`src/design/sipo_pkg.sv`:
```
package sipo_pkg;
	localparam int          SIPO_STAGES      = 8;
	localparam int          SIPO_BUF_DEPTH   = 2;
	localparam logic        SIPO_STAGE_RESET = 1'h0;
	localparam logic        SIPO_FIRST_STAGE = 1'h0;
	localparam logic        SIPO_SET         = 1'h1;
	localparam logic        SIPO_OFF         = 1'h0;
endpackage : sipo_pkg

```
`src/design/sipo_shift8.sv`:
```
// Function
// - Eight chained stages, each on parallel output.
// - Serial bit is AND of both inputs.
// - Stages shift on a shift clock rise, or later once buffer room frees for a parked rise.
// - First loads serial bit, others shift along.
// - Last stage value dropped, no carry flag.
// - Low wipe input zeroes all stages.
// - Wipe overrides shifting and serial inputs.
module sipo_shift8 #(
	parameter int STAGES = sipo_pkg::SIPO_STAGES
) (
	// Clock and reset
	input  wire logic              clock,
	input  wire logic              reset_n,
	// Host pins
	input  wire logic              ser_a,
	input  wire logic              ser_b,
	input  wire logic              shift_clk,
	input  wire logic              stage_wipe_n,
	// Parallel stage outputs
	output logic [STAGES-1:0]      stage_out,
	output logic                   last_stage_out,
	// Word stream out of the two-entry buffer
	output logic [STAGES-1:0]      word_data,
	output logic                   word_valid,
	input  wire logic              word_ready,
	output logic                   buf_full
);
	import sipo_pkg::*;

	logic [STAGES-1:0] stage_q;
	logic [STAGES-1:0] stage_d;
	logic              shift_clk_q;
	logic              pend_q;
	logic              pend_bit_q;
	logic [STAGES-1:0] head_q;
	logic [STAGES-1:0] tail_q;
	logic              head_v_q;
	logic              tail_v_q;

	wire  logic        ser_bit   = ser_a & ser_b;
	wire  logic        clk_rise  = shift_clk & ~shift_clk_q;
	wire  logic        room      = ~tail_v_q;
	// A rise that meets a full buffer is parked; only one is held, so a later rise while still full replaces it.
	wire  logic        want      = clk_rise | pend_q;
	wire  logic        do_shift  = want & room & stage_wipe_n;
	wire  logic        shift_bit = pend_q ? pend_bit_q : ser_bit;
	wire  logic        pop       = head_v_q & word_ready;

	// The oldest stage falls off the end; nothing reports it.
	genvar i;
	generate
		for (i = 0; i < STAGES; i++) begin : g_stage
			if (i == 0) begin : g_first
				assign stage_d[i] = shift_bit;
			end else begin : g_rest
				assign stage_d[i] = stage_q[i-1];
			end
		end
	endgenerate

	assign stage_out      = stage_q;
	assign last_stage_out = stage_q[STAGES-1];
	assign word_data      = head_q;
	assign word_valid     = head_v_q;
	assign buf_full       = tail_v_q;

	// Wipe is seen at the next system clock edge, since pins are taken as synchronous.
	always_ff @(posedge clock) begin
		if (!reset_n || !stage_wipe_n) begin
			stage_q <= {STAGES{SIPO_STAGE_RESET}};
		end else if (do_shift) begin
			stage_q <= stage_d;
		end
	end

	always_ff @(posedge clock) begin
		if (!reset_n) begin
			shift_clk_q <= SIPO_OFF;
			pend_q      <= SIPO_OFF;
			pend_bit_q  <= SIPO_FIRST_STAGE;
		end else begin
			shift_clk_q <= shift_clk;
			if (!stage_wipe_n || do_shift) begin
				pend_q <= SIPO_OFF;
			end else if (clk_rise) begin
				pend_q     <= SIPO_SET;
				pend_bit_q <= ser_bit;
			end
		end
	end

	always_ff @(posedge clock) begin
		if (!reset_n) begin
			head_q   <= {STAGES{SIPO_STAGE_RESET}};
			tail_q   <= {STAGES{SIPO_STAGE_RESET}};
			head_v_q <= SIPO_OFF;
			tail_v_q <= SIPO_OFF;
		end else if (do_shift && pop) begin
			if (tail_v_q) begin
				head_q <= tail_q;
				tail_q <= stage_d;
			end else begin
				head_q <= stage_d;
			end
		end else if (do_shift) begin
			if (!head_v_q) begin
				head_q   <= stage_d;
				head_v_q <= SIPO_SET;
			end else begin
				tail_q   <= stage_d;
				tail_v_q <= SIPO_SET;
			end
		end else if (pop) begin
			head_q   <= tail_q;
			head_v_q <= tail_v_q;
			tail_v_q <= SIPO_OFF;
		end
	end
endmodule : sipo_shift8

```
`config.mk`:
```
export PLATFORM = sky130hd
export DESIGN_NAME = sipo_shift8
export DESIGN_NICKNAME = d
export VERILOG_FILES = /design/src/design/sipo_pkg.sv /design/src/design/sipo_shift8.sv
export SDC_FILE = /design/constraint.sdc
export NUM_CORES = 1
export LEC_CHECK = 0
export ABC_AREA = 1
export BUFFER_PORTS_ARGS = -buffer_cell sky130_fd_sc_hd__buf_2
export CAP_MARGIN = 10
export CELL_PAD_IN_SITES_DETAIL_PLACEMENT = 0
export CELL_PAD_IN_SITES_GLOBAL_PLACEMENT = 1
export CORE_MARGIN = 5
export CORE_UTILIZATION = 39
export DETAILED_ROUTE_END_ITERATION = 16
export PLACE_DENSITY_LB_ADDON = 0.1
export SLEW_MARGIN = 20
export SYNTH_ARGS = -nofsm -noshare
export SYNTH_HDL_FRONTEND = slang
export SYNTH_SLANG_ARGS = --single-unit
```
`constraint.sdc`:
```
create_clock -name clock -period 2.2 [get_ports clock]
set_input_delay 0.22 -clock clock [delete_from_list [all_inputs] [get_ports clock]]
set_output_delay 0.22 -clock clock [all_outputs]
set_load 0.02 [all_outputs]
```
-- After elaboration in Yosys (flattened, before gate mapping)
Cells that the tools add are included.
Widths: inputs -> output; s select.
- mux-type cells: 15
- equal/unequal tests: 3
- reductions and logical operators: 15
- bitwise operators: 11
- operator list (operator ; number):
    $mux 8 ; 9
    $mux 1 ; 6
    $reduce_and 2->1 ; 3
    $reduce_and 3->1 ; 2
    $reduce_bool 2->1 ; 3
    $and 1x1->1 ; 5
    $not 1->1 ; 5
    $ne 2x2->1 const B ; 2
    $ne 3x2->1 const B ; 1
    $reduce_bool 3->1 ; 1
    $logic_not 1->1 ; 2
    $logic_or 1x1->1 ; 2
    $reduce_or 2->1 ; 1
    $logic_and 1x1->1 ; 1
    $or 1x1->1 ; 1
- bits in registers: 29
- word-level logic and storage cells: 52
- input port bits: 7
- output and inout port bits: 19

-- Longest topological paths before layout
Gate-level depths: netlist of run 1.
- depth after elaboration: 8
- depth in mapped cells: 13

-- Least setup slack after synthesis of run 1
No wires, ideal clock.
- path kind: register to register
- from: register tail_v_q, in the netlist buf_full
- to: register tail_v_q, in the netlist buf_full
- buffers on the path: 4
- cell stages (with the launch flop): 13
- clock period less this slack: 1944 ps
- path slack: 256 ps
- arrival: 1827 ps
- setup time: 118 ps
- data required time: 2082 ps
- cell sequence: dfxtp_1 > buf_6 > nor2_4 > buf_6 > nand2_1 > buf_2 > inv_1 > ha_1 > inv_1 > clkbuf_1 > nand3_1 > nand2_1 > a21oi_1
- cells in the longest elaborated chain, start to end: 6
- elaborated cells on any way between the ends: 9
- ends and longest elaborated chain (element ; line ; text):
    start, declared ; sipo_shift8.sv:39 ; logic tail_v_q;
    start signal, assigned ; sipo_shift8.sv:98 ; tail_v_q <= SIPO_OFF;
    start signal, assigned ; sipo_shift8.sv:112 ; tail_v_q <= SIPO_SET;
    start signal, assigned ; sipo_shift8.sv:117 ; tail_v_q <= SIPO_OFF;
    $not 1->1 (*) ; sipo_shift8.sv:43 ; wire logic room = ~tail_v_q;
    $and 1x1->1 (*) (2 in series) ; sipo_shift8.sv:46 ; wire logic do_shift = want & room & stage_wipe_n;
    parallel branches: the longest is 3 deep, another holds $reduce_and 3->1 ; n/a ;
Every way passes the cells marked *.
A chain may end at the register's enable or synchronous reset.

-- Worst setup path in the final report of run 1
- from: register head_v_q, in the netlist word_valid
- to: register head_q[0], in the netlist word_data[0]
- cells in the longest elaborated chain, start to end: 4
- elaborated cells on any way between the ends: 6
- ends and longest elaborated chain (element ; line ; text):
    start, declared ; sipo_shift8.sv:38 ; logic head_v_q;
    start signal, assigned ; sipo_shift8.sv:116 ; head_v_q <= tail_v_q;
    $and 1x1->1 ; sipo_shift8.sv:48 ; wire logic pop = head_v_q & word_ready;
    $logic_and 1x1->1 ; sipo_shift8.sv:99 ; end else if (do_shift && pop) begin
    $ne 3x2->1 (no source line) / $reduce_bool 3->1 (equally long branches) ; n/a ;
    $reduce_and 2->1 (no source line) ; n/a ;
    end signal, assigned ; sipo_shift8.sv:101 ; head_q <= tail_q;
    end signal, assigned ; sipo_shift8.sv:104 ; head_q <= stage_d;
    end signal, assigned ; sipo_shift8.sv:108 ; head_q <= stage_d;
    end, declared ; sipo_shift8.sv:36 ; logic [STAGES-1:0] head_q;
Several ways; a longest one is shown, not always the timed one.

==> summary.md, run 1 <==
| Metric | Value |
|---|---|
| Primary FF master, synth | `dfxtp_1` |
| Part of the cycle the worst path needs | `0.803` |
| Initial DRC count | `110` |
| Startpoint type of the worst setup path | `flip-flop` |
| Number of max-cap violations | `0` |
| Measured slew at the worst slew-check pin | `0.370 ns` |
| Count of different cell masters after synthesis | `22` |
| Effective utilization at floorplan | `0.400` |
| Total nets after synthesis | `210` |
| First-pass GRT wire length | `6090 microns` |
| Most instantiated cells after synthesis | `nand2_1, a21oi_1, dfxtp_1` |
| Period minus WS final | `1.77 ns` |
| Hpwl dp | `2520 microns` |
| Dominant cell type by area after synthesis | `dfxtp_1` |
| Clk_lat worst skew | `0.28 ns` |
| Antenna Violating Nets Remaining | `0` |
| CTS HTree Levels | `2` |
| Detailed Route WL | `3560 microns` |
| Via count of the first global-routing pass | `1,240` |
| Power density over cell area | `728 nW/um^2` |
| Die extent in y | `71.0 microns` |
| Post-cts hold buffer count | `0` |
| Post-synthesis instance total | `201` |
| Endpoint of the worst-slack reg-to-reg timing path | `word_data[0]` |
| Pre-antenna DRT Iters | `4` |
| Met2 usage | `0.209` |
| Total Die Area | `5050 sq um` |
| Capturing element type of the critical path | `flip-flop` |
| Worst reg2reg setup slack | `0.43 ns` |
| Clock transition at the registers of the reported paths | `0.06 ns` |
| Number of buffers between clock root and the deepest sink | `2` |
| Hold Violations, Final | `0` |
| Fin Clk Skew | `0.00573 ns` |
| Root buffer cell | `clkbuf_8` |
| Layout cell share with drive strength beyond 1 | `0.186` |
| Final setup violation count | `0` |
| Post-synthesis sequential area ratio | `0.400` |
| Global route overflow | `0` |
| Via count | `1,356` |
| Number of antenna violations at the first check in global routing | `0` |
| Max frequency | `566 MHz` |
| Sum Neg Setup Slack | `0 ns` |
| Count of synthesis-stage warnings from yosys | `0` |
| Wire per inst | `13.0 microns` |
| Termination of the worst setup path | `word_data[0]` |
| Slowest stage delay, CP | `0.40 ns` |
| Max Slew Vio Count | `0` |
| Number of DRC violations after detailed routing | `0` |
| Beginning of the worst register-to-register path | `word_valid` |
| Post-CTS Resized | `0` |
| RSZ-0062 raised after global routing | `false` |
| CTS Buf Count | `5` |
| Synthesized flop and latch total | `29` |
| EDFF count, synth | `0` |
| Maximum fanout encountered on the critical timing path | `19` |
| Vias per Instance | `4.95` |
| Combined area of all synthesized cells | `1450 sq um` |
| Most Frequent Cell on Critical Path | `inv_1` |
| Post-CTS Setup Inserts | `0` |
| Source of the worst hold timing path | `shift_clk` |
| Total of buffers placed on input and output ports | `25` |
| FF-to-FF path depth | `9` |
| Status | `finished, final reports clean` |
| Synth-to-layout area growth | `14.6%` |
| Area share of the largest cell type after synthesis | `0.400` |
| Antenna cells | `0` |
| Data required time of the worst path | `2.41 ns` |
| Placer Congestion | `0.797` |
| Count of pins on the block boundary | `26` |
| IR Drop Worst-Case VDD | `0.000313 V` |
| Clock sink count | `29` |
| Beginning of the critical path | `word_valid` |
| Data arrival time of the critical path | `1.98 ns` |
| Worst setup path category | `flip-flop to flip-flop` |
| Pin count of the biggest net entering global routing | `22` |
| Worst hold margin | `0.157 ns` |
| Number of core rows | `22` |
| Type of the tightest min-delay check | `primary input to flip-flop` |
| Average footprint of a synthesized cell | `7.23 sq um` |
| Die width | `71.0 microns` |
| Fraction of synthesis flops using an asynchronous set or reset pin | `0` |
| Static leakage power | `0.783 nW` |
| Cell with the largest stage delay on the worst path | `dfxtp_1` |
| CTS tree | `done` |
| Most numerous cell in the Yosys netlist | `nand2_1` |
| Core area | `3630 sq um` |
| Busiest layer in global routing | `met1` |
| Relative max-transition margin | `0.754` |
| Met3 routing resource usage after global routing | `0.0497` |
| Top area cells in the synthesized netlist | `dfxtp_1, a21oi_1, nand2_1` |
| Cell chain of the critical path | `nand2_2 > inv_1 > ha_1 > inv_1 > a21oi_1 > nand2_1 > nand2_1 > inv_1 > a21oi_1` |
| Global-route total usage across every layer | `0.151` |
| GRT met1 Usage | `0.219` |
| Final layout net count | `234` |
## per-layer routing
layer	up-vias	wire, microns
met5	-	0
met4	0	30
met3	5	178
met2	26	1520
met1	610	1830
li1	715	-
## state kept, by name, indices dropped and copies added, names as in the netlist
signal / count
stage_out: 8
tail_q: 8
word_data: 8
buf_full: 1
pend_bit_q: 1
pend_q: 1
shift_clk_q: 1
word_valid: 1
## cells by family (layout without fill, tap and decap cells)
family / after synthesis / after routing / synth area share
adder cells (fa/ha/maj): 2 / 2 / 0.0172
AND/OR/NAND/NOR: 78 / 78 / 0.260
flip-flops: 29 / 29 / 0.400
buffers and inverters: 33 / 58 / 0.114
AO/OA/AOI/OAI: 59 / 59 / 0.209
## report_power, final
part	internal, W	total, W	leakage, nW	switching (W)
clock	0.000224	0.000411	0.0395	0.000187
sequential	0.000556	0.000571	0.236	0.0000152
combinational	0.0000818	0.000230	0.508	0.000148
## stage by stage
stage / util / instance area (sq um) / cells / power [W] / setup WS (ns)
floorplan: - / 1450 / 201 / 0.000759 / 0.256
global placement: 0.436 / 1590 / 266 / 0.000811 / 0.550
detailed placement: 0.436 / 1590 / 266 / 0.000813 / 0.447
CTS: 0.458 / 1670 / 274 / 0.00123 / 0.430
global route: 0.458 / 1670 / 274 / 0.00128 / 0.234
finish: 0.458 / 1670 / 274 / 0.00121 / 0.433
## cell type report
cell class / instances / area, sq um
fillers: 406 / 1970
multi-input cells: 139 / 707
flip-flops and latches: 29 / 581
repair buffers: 30 / 163
clock buffers: 8 / 80.1
inverters: 20 / 75.1
well taps: 48 / 60.1
## worst max-delay path, delay by kind of cell (launching register included)
family,cells,cell delay (ns)
flops,1,0.40
compound gates,2,0.28
fa+ha+maj,1,0.27
simple gates,3,0.38
buf+inv,3,0.36
## how the worst min path moves through the flow
stage	to	slack, ns	depth (start not counted)
after floorplan	shift_clk_q	0.31	2
after global placement	shift_clk_q	0.42	3
after detailed placement	shift_clk_q	0.44	3
after CTS	shift_clk_q	0.15	3
after global routing	shift_clk_q	0.17	3
final	shift_clk_q	0.16	3
## cell usage in the layout (no fill, tap or decap), types with 2 or more instances in the layout
cell      Yosys  layout
dfxtp_1      29      29
o21ai_0      17      17
nand3b_2      2       2
ha_1          2       2
buf_4         4       5
inv_1        20      20
nand2_1      51      51
nand3b_1      6       6
a21oi_2       2       2
nand3_1      12      12
nand4_1       2       2
clkbuf_8      0       5
a21oi_1      39      39
buf_2         3      25
clkbuf_1      1       3
Power figures use the tool's default switching activity.
==> inputs of run 2 (changes only) <==
--- a/config.mk
+++ b/config.mk
@@ -11,7 +11,7 @@
 export CELL_PAD_IN_SITES_DETAIL_PLACEMENT = 0
 export CELL_PAD_IN_SITES_GLOBAL_PLACEMENT = 1
 export CORE_MARGIN = 5
-export CORE_UTILIZATION = 39
+export CORE_UTILIZATION = 35
 export DETAILED_ROUTE_END_ITERATION = 16
 export PLACE_DENSITY_LB_ADDON = 0.1
 export SLEW_MARGIN = 20
==> constraint.sdc (replaced) <==
create_clock -name clock -period 1.56 [get_ports clock]
set_input_delay 0.156 -clock clock [delete_from_list [all_inputs] [get_ports clock]]
set_output_delay 0.156 -clock clock [all_outputs]
set_load 0.02 [all_outputs]
==> run 2 against run 1 <==
Net effect: routed wire length up 7.8%; worst setup slack worse by 0.24 ns; critical path depth up 1; register-to-register slack worse by 0.24 ns; largest cell class unchanged; critical path type unchanged; combinational power up 49%; clock skew down 0.0031 ns; sequential share of layout area down 1.0 points; flip-flop and latch count unchanged; critical endpoint unchanged; hold slack worse by 0.069 ns; first-iteration DRC count down 30%.
==> summary.md, run 2 (synthesis results as in run 1) <==
| Metric | Value |
|---|---|
| Most frequent cells in the layout | `nand2_1, a21oi_1, dfxtp_1` |
| Worst reg2reg setup slack | `0.19 ns` |
| Data required time of the worst path | `1.77 ns` |
| Core area | `4000 sq um` |
| Placer Congestion | `0.806` |
| Global-route total usage across every layer | `0.157` |
| Fin Clk Skew | `0.00263 ns` |
| Vias per Instance | `4.85` |
| FF-to-FF path depth | `10` |
| Source of the worst hold timing path | `shift_clk` |
| Period minus WS final | `1.37 ns` |
| Cell chain of the critical path | `nor2_4 > nand2_4 > inv_2 > ha_4 > inv_2 > a21oi_1 > nand2_1 > nand2_1 > inv_1 > a21oi_1` |
| Number of max-cap violations | `0` |
| Die width | `74.4 microns` |
| Number of antenna violations at the first check in global routing | `0` |
| Beginning of the worst register-to-register path | `buf_full` |
| Maximum fanout encountered on the critical timing path | `8` |
| Detailed Route WL | `3840 microns` |
| Sequential group share of total power | `0.465` |
| Max frequency | `731 MHz` |
| Static leakage power | `0.804 nW` |
| Clock group share of total power | `0.338` |
| Total Die Area | `5540 sq um` |
| Sw power | `0.000509 W` |
| Pin count of the biggest net entering global routing | `21` |
| Total of buffers placed on input and output ports | `25` |
| Measured slew at the worst slew-check pin | `0.384 ns` |
| Capturing element type of the critical path | `flip-flop` |
| Pre-antenna DRT Iters | `4` |
| Antenna Violating Nets Remaining | `0` |
| Share of total power consumed by net switching | `0.293` |
| Global route overflow | `0` |
| Max Slew Vio Count | `0` |
| Endpoint with the worst hold slack | `shift_clk_q` |
| Clock sink count | `29` |
| Data arrival time of the critical path | `1.58 ns` |
| Combinational power share | `0.197` |
| Power density over cell area | `1000 nW/um^2` |
| Final layout net count | `238` |
| Number of buffers between clock root and the deepest sink | `2` |
| Count of cells along the worst hold path | `3` |
| Status | `finished, final reports clean` |
| Total power after layout | `0.00174 W` |
| Startpoint type of the worst setup path | `flip-flop` |
| Count of pins on the block boundary | `26` |
| Final setup violation count | `0` |
| Initial DRC count | `77` |
| Die extent in y | `74.4 microns` |
| Clock transition at the registers of the reported paths | `0.06 ns` |
| Wire per inst | `13.7 microns` |
| Antenna cells | `0` |
| Hpwl dp | `2730 microns` |
| Root buffer cell | `clkbuf_8` |
| Number of DRC violations after detailed routing | `0` |
| Cell with the largest stage delay on the worst path | `dfxtp_4` |
| Buffering stage count on the worst path with inverters included | `3` |
| Endpoint of the worst-slack reg-to-reg timing path | `word_data[0]` |
| Most common cell after layout, fill and taps aside | `nand2_1` |
| Effective utilization at floorplan | `0.363` |
| Largest delay share family, worst path | `flip-flops` |
| Via count of the first global-routing pass | `1,312` |
| Clk_lat worst skew | `0.27 ns` |
| First-pass GRT wire length | `6530 microns` |
| Hold Violations, Final | `0` |
| Relative max-transition margin | `0.743` |
| Layout cell share with drive strength beyond 1 | `0.235` |
| Final Worst Setup Slack | `0.191 ns` |
| Synth-to-layout area growth | `19.0%` |
| Fill cell instance count of the final layout | `426` |
| Slowest stage delay, CP | `0.35 ns` |
| P_int | `0.00123 W` |
| CTS Buf Count | `5` |
| CTS tree | `done` |
| Part of the cycle the worst path needs | `0.877` |
| Sum Neg Setup Slack | `0 ns` |
| Type of the tightest min-delay check | `primary input to flip-flop` |
| Worst setup path category | `flip-flop to flip-flop` |
| Worst hold margin | `0.0887 ns` |
| Number of core rows | `23` |
| RSZ-0062 raised after global routing | `false` |
| CTS HTree Levels | `2` |
| Minimum setup slack after placement | `0.167 ns` |
| Via count | `1,357` |
| IR Drop Worst-Case VDD | `0.000425 V` |
-- run 2: area by class of cell --
cell class                      count  area, sq um  share of cell area
Multi-Input combinational cell    139          733               0.424
Inverter                           20         75.1              0.0434
Sequential cell                    29          586               0.339
Clock buffer                        8         80.1              0.0463
Tap cell                           50         62.6              0.0362
Timing Repair Buffer               34          193               0.111
-- run 2: through the flow --
step | util | area, sq um | cells
2_1_floorplan | - | 1500 | 201
3_3_place_gp | 0.411 | 1640 | 272
3_5_place_dp | 0.411 | 1640 | 272
4_1_cts | 0.431 | 1720 | 280
5_1_grt | 0.432 | 1730 | 280
6_report | 0.432 | 1730 | 280
-- run 2: worst register-to-register path, delay by kind of cell, from the launching register on --
kind	cells	cell delay, ns
adders and majority gates	1	0.18
and+or+nand+nor	4	0.35
buffers and inverters	3	0.18
AOI/OAI and AO/OA	2	0.25
DFF	1	0.35
-- run 2: how the worst max path moves through the flow --
stage | slack [ns] | start | cells after the start | to
after floorplan | 0.01 | buf_full | 12 | buf_full
after global routing | 0.004 | shift_clk_q | 12 | word_data[0]
after detailed placement | 0.17 | shift_clk_q | 10 | word_data[7]
final | 0.19 | buf_full | 10 | word_data[0]
after CTS | 0.15 | shift_clk_q | 10 | word_data[7]
after global placement | 0.20 | shift_clk_q | 10 | word_data[7]
-- run 2: repair_timing --
item / CTS / global route
setup buffers: 0 / 0
resized for setup: 0 / 2
endpoints found under the hold margin: 0 / 0
hold buffers: 0 / 0
endpoints found under the setup margin: 0 / 2
-- run 2: layer usage --
metal  track usage  vias to the layer above  share of wire
li1              -                      716              -
met1         0.218                      604           0.50
met2         0.231                       33           0.44
met3        0.0432                        4          0.050
met4        0.0593                        0          0.011
met5             0                        -              0
-- run 2: power by group through the flow --
stage	sequential, W	combinational [W]	clock, W
3_5_place_dp	0.000823	0.000343	0
5_1_grt	0.000812	0.000381	0.000649
3_3_place_gp	0.000822	0.000339	0
6_report	0.000807	0.000343	0.000586
2_1_floorplan	0.000861	0.000223	0
4_1_cts	0.000807	0.000344	0.000615
